--- src/design/rss_pkg.sv ---
package rss_pkg;

   // Instruction encodings.
   localparam logic [15:0] SLEEP_OPCODE = 16'h0003;
   localparam logic [5:0]  ROTATE_OPC   = 6'h10;
   localparam logic [6:0]  FILL_OPC     = 7'h34;
   localparam int          ROTATE_TOP   = 10;
   localparam int          FILL_TOP     = 9;
   localparam int          DEST_BIT     = 9;
   localparam int          ACCESS_BIT   = 8;

   // Operand values and address limits.
   localparam logic [7:0]  ONES_VALUE   = 8'hff;
   localparam logic [7:0]  ZERO_VALUE   = 8'h00;
   localparam logic [7:0]  INDEX_LIMIT  = 8'h5f;
   localparam logic [7:0]  ACCESS_SPLIT = 8'h80;
   localparam logic [3:0]  LOW_PAGE     = 4'h0;
   localparam logic [3:0]  SFR_PAGE     = 4'hf;

   // Register indices on the software port.
   localparam logic [3:0]  CTRL_IDX     = 4'h0;
   localparam logic [3:0]  STATUS_IDX   = 4'h1;
   localparam logic [3:0]  WREG_IDX     = 4'h2;
   localparam logic [3:0]  BANK_IDX     = 4'h3;
   localparam logic [3:0]  BASE_IDX     = 4'h4;

   // Field positions.
   localparam int          EXT_BIT      = 0;
   localparam int          ST_NEG       = 0;
   localparam int          ST_ZERO      = 1;
   localparam int          ST_TIMEOUT   = 2;
   localparam int          ST_PWRDOWN   = 3;
   localparam int          ST_SLEEP     = 4;

   // Reset values.
   localparam logic [7:0]  WREG_RESET   = 8'h00;
   localparam logic [3:0]  BANK_RESET   = 4'h0;
   localparam logic [11:0] BASE_RESET   = 12'h000;

   typedef logic [3:0]  reg_addr_t;
   typedef logic [11:0] data_addr_t;
   typedef enum logic [1:0] {PH_Q1, PH_Q2, PH_Q3, PH_Q4} phase_t;
   typedef enum logic [1:0] {OP_NONE, OP_ROT, OP_FILL, OP_SLEEP} op_t;

endpackage : rss_pkg

--- src/design/rotate_set_sleep.sv ---
// Notes on behaviour
// - Opcode 0100 00da ffffffff rotates operand right; bit 0 wraps into bit 7.
// - Destination bit 0 sends the result to W; 1 writes back to the register.
// - Access bit 0 uses the access bank; 1 uses the bank select register.
// - Extended set, access bit 0, address up to 5Fh: indexed literal offset addressing.
// - Rotate updates only negative and zero flags from the result.
// - Fill instruction writes FFh, keeps all flags, banks like the rotate.
// - Sleep clears the watchdog count and its postscaler.
// - Sleep sets the time-out flag and clears the power-down flag.
// - After sleep the core halts with its oscillator stopped.
// - Sleep is the fixed opcode 0000 0000 0000 0011.
// - A watchdog wake-up clears the time-out flag.
`timescale 1ns/100ps
module rotate_set_sleep
(
   input  wire logic              sys_clk,
   input  wire logic              resetn,
   // Software register port.
   input  wire rss_pkg::reg_addr_t reg_addr,
   input  wire logic [15:0]       reg_wdata,
   input  wire logic              reg_wr,
   input  wire logic              reg_rd,
   output logic [15:0]            reg_rdata,
   // Instruction fetch side.
   input  wire logic [15:0]       instr_word,
   input  wire logic              instr_valid,
   output logic                   instr_taken,
   // Data memory side; read data arrive one cycle after mem_rd.
   output rss_pkg::data_addr_t    mem_addr,
   output logic                   mem_rd,
   output logic                   mem_wr,
   output logic [7:0]             mem_wdata,
   input  wire logic [7:0]        mem_rdata,
   // Watchdog, wake and power control.
   input  wire logic              wdt_wake,
   input  wire logic              wake_event,
   output logic                   watchdog_counter_clear,
   output logic                   sleep_active,
   output logic                   osc_stop,
   output logic [7:0]             wreg,
   output logic                   timeout_flag,
   output logic                   powerdown_flag
);
   import rss_pkg::*;

   ////////////////////////////////////////////////////////////////////////////////
   // All state of the block in one record.
   typedef struct packed {
      phase_t     phase;
      op_t        op;
      logic [15:0] instr;
      logic [7:0] result;
      logic       ext_enable;
      logic [7:0] wreg;
      logic [3:0] bank_select_register;
      logic [11:0] index_base;
      logic       neg_flag;
      logic       zero_flag;
      logic       timeout_flag;
      logic       powerdown_flag;
      logic       sleeping;
      logic       watchdog_counter_clear;
      logic       taken;
      logic [11:0] mem_addr;
      logic       mem_rd;
      logic       mem_wr;
      logic [7:0] mem_wdata;
      logic [15:0] rdata;
   } state_t;

   state_t q;
   state_t d;
   logic [7:0] fa;

   assign fa = q.instr[7:0];

   ////////////////////////////////////////////////////////////////////////////////
   // Next-state logic: software port first, so the core's own updates win a clash.
   always_comb
   begin
      d = q;
      d.mem_rd = 1'b0;
      d.mem_wr = 1'b0;
      d.watchdog_counter_clear = 1'b0;
      d.taken = 1'b0;
      d.rdata = 16'h0000;
      if (reg_rd)
      begin
         case (reg_addr)
            CTRL_IDX:   d.rdata[EXT_BIT] = q.ext_enable;
            STATUS_IDX:
            begin
               d.rdata[ST_NEG] = q.neg_flag;
               d.rdata[ST_ZERO] = q.zero_flag;
               d.rdata[ST_TIMEOUT] = q.timeout_flag;
               d.rdata[ST_PWRDOWN] = q.powerdown_flag;
               d.rdata[ST_SLEEP] = q.sleeping;
            end
            WREG_IDX:   d.rdata[7:0] = q.wreg;
            BANK_IDX:   d.rdata[3:0] = q.bank_select_register;
            BASE_IDX:   d.rdata[11:0] = q.index_base;
            default:    d.rdata = 16'h0000;
         endcase
      end
      if (reg_wr)
      begin
         case (reg_addr)
            CTRL_IDX:   d.ext_enable = reg_wdata[EXT_BIT];
            WREG_IDX:   d.wreg = reg_wdata[7:0];
            BANK_IDX:   d.bank_select_register = reg_wdata[3:0];
            BASE_IDX:   d.index_base = reg_wdata[11:0];
            default:    d.ext_enable = q.ext_enable;
         endcase
      end
      // A halted core only watches for wake-up; phases stay frozen at Q1.
      if (q.sleeping)
      begin
         if (wdt_wake)
         begin
            d.sleeping = 1'b0;
            d.timeout_flag = 1'b0;
         end
         else if (wake_event)
         begin
            d.sleeping = 1'b0;
         end
      end
      else
      begin
         case (q.phase)
            PH_Q1:
            begin
               // Decode; an absent word makes the cycle a no-op.
               d.op = OP_NONE;
               d.instr = instr_word;
               if (instr_valid)
               begin
                  d.taken = 1'b1;
                  if (instr_word[15:ROTATE_TOP] == ROTATE_OPC)
                     d.op = OP_ROT;
                  else if (instr_word[15:FILL_TOP] == FILL_OPC)
                     d.op = OP_FILL;
                  else if (instr_word == SLEEP_OPCODE)
                     d.op = OP_SLEEP;
               end
               d.phase = PH_Q2;
            end
            PH_Q2:
            begin
               // Operand read; sleep has nothing to fetch.
               if (q.op == OP_ROT || q.op == OP_FILL)
               begin
                  d.mem_rd = 1'b1;
                  if (!q.instr[ACCESS_BIT] && q.ext_enable && fa <= INDEX_LIMIT)
                     d.mem_addr = q.index_base + {4'h0, fa};
                  else if (!q.instr[ACCESS_BIT])
                     d.mem_addr = {(fa < ACCESS_SPLIT) ? LOW_PAGE : SFR_PAGE, fa};
                  else
                     d.mem_addr = {q.bank_select_register, fa};
               end
               d.phase = PH_Q3;
            end
            PH_Q3:
            begin
               // The memory answers during this cycle's successor.
               d.phase = PH_Q4;
            end
            PH_Q4:
            begin
               case (q.op)
                  OP_ROT:
                  begin
                     d.result = {mem_rdata[0], mem_rdata[7:1]};
                     d.neg_flag = mem_rdata[0];
                     d.zero_flag = (mem_rdata == ZERO_VALUE);
                     if (q.instr[DEST_BIT])
                     begin
                        d.mem_wr = 1'b1;
                        d.mem_wdata = {mem_rdata[0], mem_rdata[7:1]};
                     end
                     else
                     begin
                        d.wreg = {mem_rdata[0], mem_rdata[7:1]};
                     end
                  end
                  OP_FILL:
                  begin
                     d.result = ONES_VALUE;
                     d.mem_wr = 1'b1;
                     d.mem_wdata = ONES_VALUE;
                  end
                  OP_SLEEP:
                  begin
                     d.watchdog_counter_clear = 1'b1;
                     d.timeout_flag = 1'b1;
                     d.powerdown_flag = 1'b0;
                     d.sleeping = 1'b1;
                  end
                  default:
                  begin
                     d.result = q.result;
                  end
               endcase
               d.phase = PH_Q1;
            end
            default:
            begin
               d.phase = PH_Q1;
            end
         endcase
      end
   end

   ////////////////////////////////////////////////////////////////////////////////
   // State register; the time-out and power-down flags come up set after a power-on.
   always_ff @(posedge sys_clk or negedge resetn)
   begin
      if (!resetn)
      begin
         q <= '0;
         q.phase <= PH_Q1;
         q.op <= OP_NONE;
         q.wreg <= WREG_RESET;
         q.bank_select_register <= BANK_RESET;
         q.index_base <= BASE_RESET;
         q.timeout_flag <= 1'b1;
         q.powerdown_flag <= 1'b1;
      end
      else
      begin
         q <= d;
      end
   end

   // Every output is a field of the state register.
   assign reg_rdata = q.rdata;
   assign instr_taken = q.taken;
   assign mem_addr = q.mem_addr;
   assign mem_rd = q.mem_rd;
   assign mem_wr = q.mem_wr;
   assign mem_wdata = q.mem_wdata;
   assign watchdog_counter_clear = q.watchdog_counter_clear;
   assign sleep_active = q.sleeping;
   assign osc_stop = q.sleeping; // The clock source is gated by the core outside.
   assign wreg = q.wreg;
   assign timeout_flag = q.timeout_flag;
   assign powerdown_flag = q.powerdown_flag;

   ////////////////////////////////////////////////////////////////////////////////
   // Checks.
   a_rotate_data: assert property (@(posedge sys_clk) disable iff (!resetn)
      mem_wr && q.op == OP_ROT |-> mem_wdata == {$past(mem_rdata[0]), $past(mem_rdata[7:1])})
      else $error("Rotate wrote a wrong value.");
   a_wreg_dest: assert property (@(posedge sys_clk) disable iff (!resetn)
      q.phase == PH_Q4 && q.op == OP_ROT && !q.instr[DEST_BIT] && !q.sleeping
      |=> !mem_wr && wreg == {$past(mem_rdata[0]), $past(mem_rdata[7:1])})
      else $error("Rotate to W went astray.");
   a_bank_select: assert property (@(posedge sys_clk) disable iff (!resetn)
      mem_rd && q.instr[ACCESS_BIT] |-> mem_addr == {$past(q.bank_select_register), fa})
      else $error("Banked address wrong.");
   a_indexed_mode: assert property (@(posedge sys_clk) disable iff (!resetn)
      mem_rd && !q.instr[ACCESS_BIT] && $past(q.ext_enable) && fa <= INDEX_LIMIT
      |-> mem_addr == $past(q.index_base) + {4'h0, fa})
      else $error("Indexed address wrong.");
   a_zero_flag: assert property (@(posedge sys_clk) disable iff (!resetn)
      q.phase == PH_Q4 && q.op == OP_ROT && !q.sleeping
      |=> q.zero_flag == ($past(mem_rdata) == ZERO_VALUE) && q.neg_flag == $past(mem_rdata[0])
          && q.neg_flag == q.result[7])
      else $error("Rotate flags wrong.");
   a_fill_ones: assert property (@(posedge sys_clk) disable iff (!resetn)
      mem_wr && q.op == OP_FILL |-> mem_wdata == ONES_VALUE && $stable(q.zero_flag) && $stable(q.neg_flag))
      else $error("Fill wrote a wrong value or touched flags.");
   a_sleep_entry: assert property (@(posedge sys_clk) disable iff (!resetn)
      watchdog_counter_clear |-> sleep_active && timeout_flag && !powerdown_flag && $past(q.op) == OP_SLEEP)
      else $error("Sleep entry incomplete.");
   a_sleep_decode: assert property (@(posedge sys_clk) disable iff (!resetn)
      q.phase == PH_Q1 && !q.sleeping && instr_valid && instr_word == SLEEP_OPCODE
      |-> ##3 q.op == OP_SLEEP ##1 watchdog_counter_clear && osc_stop)
      else $error("Sleep opcode not honoured.");
   a_watchdog_wake: assert property (@(posedge sys_clk) disable iff (!resetn)
      sleep_active && wdt_wake |=> !sleep_active && !timeout_flag)
      else $error("Watchdog wake mishandled.");
   a_phase_order: assert property (@(posedge sys_clk) disable iff (!resetn)
      q.phase == PH_Q1 && !q.sleeping |=> q.phase == PH_Q2 ##1 q.phase == PH_Q3 ##1 q.phase == PH_Q4)
      else $error("Phase order broken.");

endmodule : rotate_set_sleep

--- config.mk ---
export PLATFORM = sky130hd
export DESIGN_NAME = rotate_set_sleep
export DESIGN_NICKNAME = d
export VERILOG_FILES = /design/src/design/rss_pkg.sv /design/src/design/rotate_set_sleep.sv
export SDC_FILE = /design/constraint.sdc
export NUM_CORES = 1
export LEC_CHECK = 0
export BUFFER_PORTS_ARGS = -buffer_cell sky130_fd_sc_hd__buf_4
export CAP_MARGIN = 20
export CORE_ASPECT_RATIO = 1.2
export CORE_MARGIN = 5
export CORE_UTILIZATION = 50
export DETAILED_ROUTE_END_ITERATION = 7
export HOLD_SLACK_MARGIN = 0.08
export PLACE_DENSITY_LB_ADDON = 0.15
export SYNTH_ARGS = -nofsm -noshare
export SYNTH_HDL_FRONTEND = slang
export SYNTH_SLANG_ARGS = --single-unit
--- constraint.sdc ---
create_clock -name sys_clk -period 2.66 [get_ports sys_clk]
set_clock_uncertainty 0.15 [all_clocks]
set_input_delay 0.266 -clock sys_clk [delete_from_list [all_inputs] [get_ports sys_clk]]
set_output_delay 0.266 -clock sys_clk [all_outputs]
set_load 0.03 [all_outputs]
* Word level (Yosys, flattened, before mapping)
Index checks and enable logic that the tools add are counted.
Storage, ports and cells: flip-flop bits (word level) 80, input port bits 51, output and inout port bits 52, word-level logic and storage cells 94
Cells by class: $add $sub $neg 1, $lt $le $gt $ge 2, equality and inequality tests 15, mux-type cells 37, bitwise gates (word level) 1, reductions and logical operators 19
Operators by type and width (count):
- 12-bit two-way mux | 4
- 24-bit two-way mux | 2
- 8-bit two-way mux | 5
- 13-bit two-way mux | 2
- 4-bit two-way mux | 5
- 9-bit two-way mux | 2
- 9-bit case mux with 2 select lines | 1
- 16-bit by 2-bit equality test with 1-bit output, second input constant | 1
- 12-bit by 8-bit adder with 12-bit output | 1
- 3-bit case mux with 4 select lines | 1
- 3-bit AND reduction | 4
- 2-bit equality test, second input constant | 4
- 4-bit by 2-bit equality test with 1-bit output, second input constant | 2
- 8-bit by 7-bit less-or-equal comparator with 1-bit output, second input constant | 1
- 8-bit zero test | 1
- 8-bit < comparator, second input constant | 1
- 2-bit two-way mux | 4
- 2-bit case mux with 4 select lines | 1
- 2-bit AND reduction | 4
- 7-bit by 6-bit equality test with 1-bit output, second input constant | 1
- 1-bit two-way mux | 7
- 6-bit by 5-bit equality test with 1-bit output, second input constant | 1
- 3-bit case mux with 2 select lines | 1
- 2-bit nonzero test | 3
- other kinds (13) | 16

* Longest topological paths before layout
word-level depth 7, gate-level depth with buffers 9, depth with buffers taken out 9

* Worst setup path before layout
OpenSTA, ideal clock, no wires.
path kind reg-to-reg, from reg q[45] (netlist name), to reg q (netlist bit mem_addr[10]), library setup time 0.069 ns, arrival 1.814 ns, data required time 2.441 ns, setup slack 0.628 ns, cell stages (with the launch flop) 9, path buffers 0, clock period less this slack 2.032 ns, path through dfrtp_1 -> ha_1 -> inv_1 -> fa_1 -> nor2b_1 -> o2111a_1 -> o21a_1 -> or4_1 -> nand3_1
Between the ends: longest elaborated chain between the ends 2
RTL lines:
- start: declaration | line rotate_set_sleep.sv:71 | state_t q;
- 12-bit by 8-bit adder with 12-bit output | line rotate_set_sleep.sv:155 | d.mem_addr = q.index_base + {4'h0, fa};
- 12-bit two-way mux | line rotate_set_sleep.sv:154 | if (!q.instr[ACCESS_BIT] && q.ext_enable && fa <= INDEX_LIMIT)
Every way passes these cells. A chain may end at the register's enable or synchronous reset.

* Final worst setup path
from reg q[45] (netlist name), to reg q (netlist bit mem_addr[6])
Same word-level chain as after synthesis.

==> results.py <==
metrics = {
    "global_routing": {
        "grt_use_total_pct": 20.0,
        "grt_pass1_vias": 3407,
        "antenna_found_initial": 0,
        "grt_start_max_net_pins": 81,
        "grt_pass1_wl_um": 16900,
        "grt_overflow_total": 0,
    },
    "yosys": {
        "netlist_instances": 423,
        "avgSynthCellArea_um2": 10.4,
        "ys_ff_latch": 80,
        "yosysSeqAreaShare_pct": 45.6,
        "synth_cell_types": 55,
        "yosysWarnings": 0,
        "async_flop_share_pct": 100,
        "synth_ff_type": "dfrtp_1",
        "synth_edf_count": 0,
        "synthesis.area_um2": 4390,
    },
    "sta": {
        "hold_viol_final": 0,
        "slew_headroom_pct": 57.1,
        "period_share_pct": 86.1,
        "maxSlewViolCount": 0,
        "fmax_mhz": 437,
        "rsz0062_at_grt": "false",
        "fin_crit_ns": 2.29,
        "final-setup-viol-count": 0,
        "fin_setup_tns_ns": 0,
        "tightest_slew_ns": 0.644,
    },
    "clock_tree": {
        "clk_latency_ns": 0.35,
        "clockBufferDepth": 2,
        "cts_tree": "done",
        "cts-root-buf": "clkbuf_8",
        "cts_buffers": 9,
        "clock_sinks": 80,
        "h-tree-depth": 3,
        "clkTransAtPathRegs_ns": 0.09,
    },
    "final_layout": {
        "final_common_cell": "buf_4",
        "syn_to_final_growth_pct": 24.7,
        "diodes": 0,
        "final_cell_mix": "buf_4, dfrtp_1, nand2_1",
        "final_nets": 581,
        "drive_above_1_share_pct": 29.9,
    },
    "setup_path": {
        "criticalPathCategory": "flip-flop to flip-flop",
        "cp-startpoint": "q[45]",
        "worst_setup_path_start_kind": "flip-flop",
        "crit_arrival_ns": 2.42,
        "worstPathRequired_ns": 2.79,
        "critPathMaxFanout": 3,
        "end_kind": "flip-flop",
        "r2r_start": "q[45]",
    },
    "floorplanning": {
        "start_util_pct": 51.3,
        "ios": 103,
        "die_area_um2": 10800,
        "num_rows": 37,
        "coreArea_um2": 8560,
        "fp.dieH_um": 113,
        "fp.dieW_um": 95.6,
    },
    "pwr": {
        "power_frac_clock_pct": 19.3,
        "seqPwrFrac_pct": 38.9,
        "p_sw_share_pct": 39.8,
        "power_density_nw_per_um2": 900,
        "ir_worst_vdd_v": 0.000460,
        "p_int_mw": 2.97,
        "comb_power_share_pct": 41.8,
        "power.leakage_nw": 2.63,
        "power_switching_mw": 1.96,
        "total_power_mw": 4.93,
    },
    "job": {
        "max_cap_viol_count": 0,
    },
    "route": {
        "avgViaCountPerCell": 5.23,
        "first_pass_iters": 4,
        "drt_iter0_markers": 130,
        "vias": 3323,
        "drt-total-wl_um": 10400,
        "wire_per_inst_um": 16.3,
        "ant_nets": 0,
        "drc_errors": 0,
    },
    "placed_design": {
        "port_buffers": 94,
        "gp_congestion": 0.847,
        "dp_hpwl_um": 7580,
    },
    "min_path": {
        "hp-start": "reg_wr",
        "hp-class": "input pin to flip-flop",
    },
    "run_status": {
        "status": "finished, final reports clean",
    },
}
## per-stage QoR
| stage | util, % | setup slack, ns | hold WS [ns] | cell area (um^2) | instances |
|---|---|---|---|---|---|
| 3_3_place_gp | 56.7 | 0.486 | 0.321 | 4850 | 580 |
| 4_1_cts | 63.6 | 0.387 | 0.120 | 5450 | 634 |
| 2_1_floorplan | - | 0.628 | -0.180 | 4400 | 426 |
| 6_report | 63.9 | 0.370 | 0.134 | 5480 | 635 |
| 3_5_place_dp | 56.7 | 0.409 | 0.326 | 4850 | 580 |
| 5_1_grt | 63.9 | 0.206 | 0.129 | 5480 | 635 |
## critical path: stages (launching register included)
cell      delay, ns
dfrtp_1        0.43
ha_1           0.19
inv_1          0.05
fa_1           0.37
nor2b_1        0.24
o2111a_1       0.29
nor3_1         0.06
or3_1          0.30
a21oi_1        0.12
## path summary, 6_finish.rpt
check | endpoint | slack, ns | cells past startpoint
max | mem_addr[6] | 0.37 | 8
min | q[69] | 0.13 | 3
max reg2reg | mem_addr[6] | 0.37 | 8
min reg2reg | timeout_flag | 0.34 | 2
max in group asynchronous | powerdown_flag | 1.46 | 3
min in group asynchronous | q[53] | 0.23 | 2
## synth_stat cells, types with 3 or more instances
library cell  instances  area [um^2]
clkbuf_1              6         22.5
dfrtp_1              78         1950
buf_4                46          345
a21oi_1              25          125
inv_1                10         37.5
o21ai_0              24          120
nand3_1               8         40.0
nor2b_1               9         56.3
o21a_1                4         30.0
nand3b_1              4         30.0
mux2i_1               9         90.1
nand2_1              44          165
mux2_4               10          150
a31oi_1               3         18.8
buf_2                 5         25.0
nor3_1                8         40.0
nor4_1                7         43.8
a22oi_1               8         60.1
xor2_1                4         35.0
and3_1                5         31.3
ha_1                 16          200
nor2_1               24         90.1
mux2_2               23          259
## per-layer routing
metal | up-vias | global-route usage (%) | part of all wire [%]
met2 | 77 | 33.4 | 51
met5 | - | 0 | 0
met1 | 1626 | 26.1 | 44
met4 | 0 | 5.98 | 1.1
li1 | 1612 | - | -
met3 | 8 | 3.82 | 4.0
## kinds of logic (layout without fill, tap and decap cells)
| group | after synthesis | after routing | share of synthesized area [%] |
|---|---|---|---|
| flip-flops | 80 | 80 | 45.6 |
| buffers and inverters | 71 | 163 | 10.5 |
| adder cells (fa/ha/maj) | 17 | 17 | 5.01 |
| other | 1 | 4 | 0.0854 |
| AND/OR/NAND/NOR | 128 | 128 | 15.2 |
| XOR/XNOR | 4 | 4 | 0.798 |
| AO/OA/AOI/OAI | 79 | 79 | 10.9 |
| multiplexers | 43 | 43 | 11.9 |
## area by class of cell
class	count	area, um^2
fillers	723	3090
clock inverters	6	75.1
flip-flops and latches	80	2000
multi-input cells	275	1940
repair buffers	135	1130
well taps	117	146
clock buffers	10	138
inverters	12	47.5
## flip-flops by register name, indices dropped and copies added, names as in the netlist
| signal | cells |
|---|---|
| q | 25 |
| mem_addr | 12 |
| reg_rdata | 12 |
| fa | 8 |
| mem_wdata | 8 |
| wreg | 8 |
| instr_taken | 1 |
| mem_rd | 1 |
| mem_wr | 1 |
| osc_stop | 1 |
| powerdown_flag | 1 |
| timeout_flag | 1 |
| watchdog_counter_clear | 1 |
## power by group through the flow
stage	registers [mW]	logic, mW	clock network (mW)
3_5_place_dp	1.94	1.99	0
6_report	1.92	2.06	0.949
2_1_floorplan	1.82	1.67	0
5_1_grt	1.97	2.25	1.03
4_1_cts	1.92	2.06	0.969
3_3_place_gp	1.92	1.93	0
## repair_timing
| action | CTS | global route |
|---|---|---|
| gates resized for setup | 0 | 0 |
| setup buffers | 0 | 0 |
| endpoints found under the hold margin | 133 | 0 |
| hold buffers | 38 | 0 |
Power figures use the tool's default switching activity.
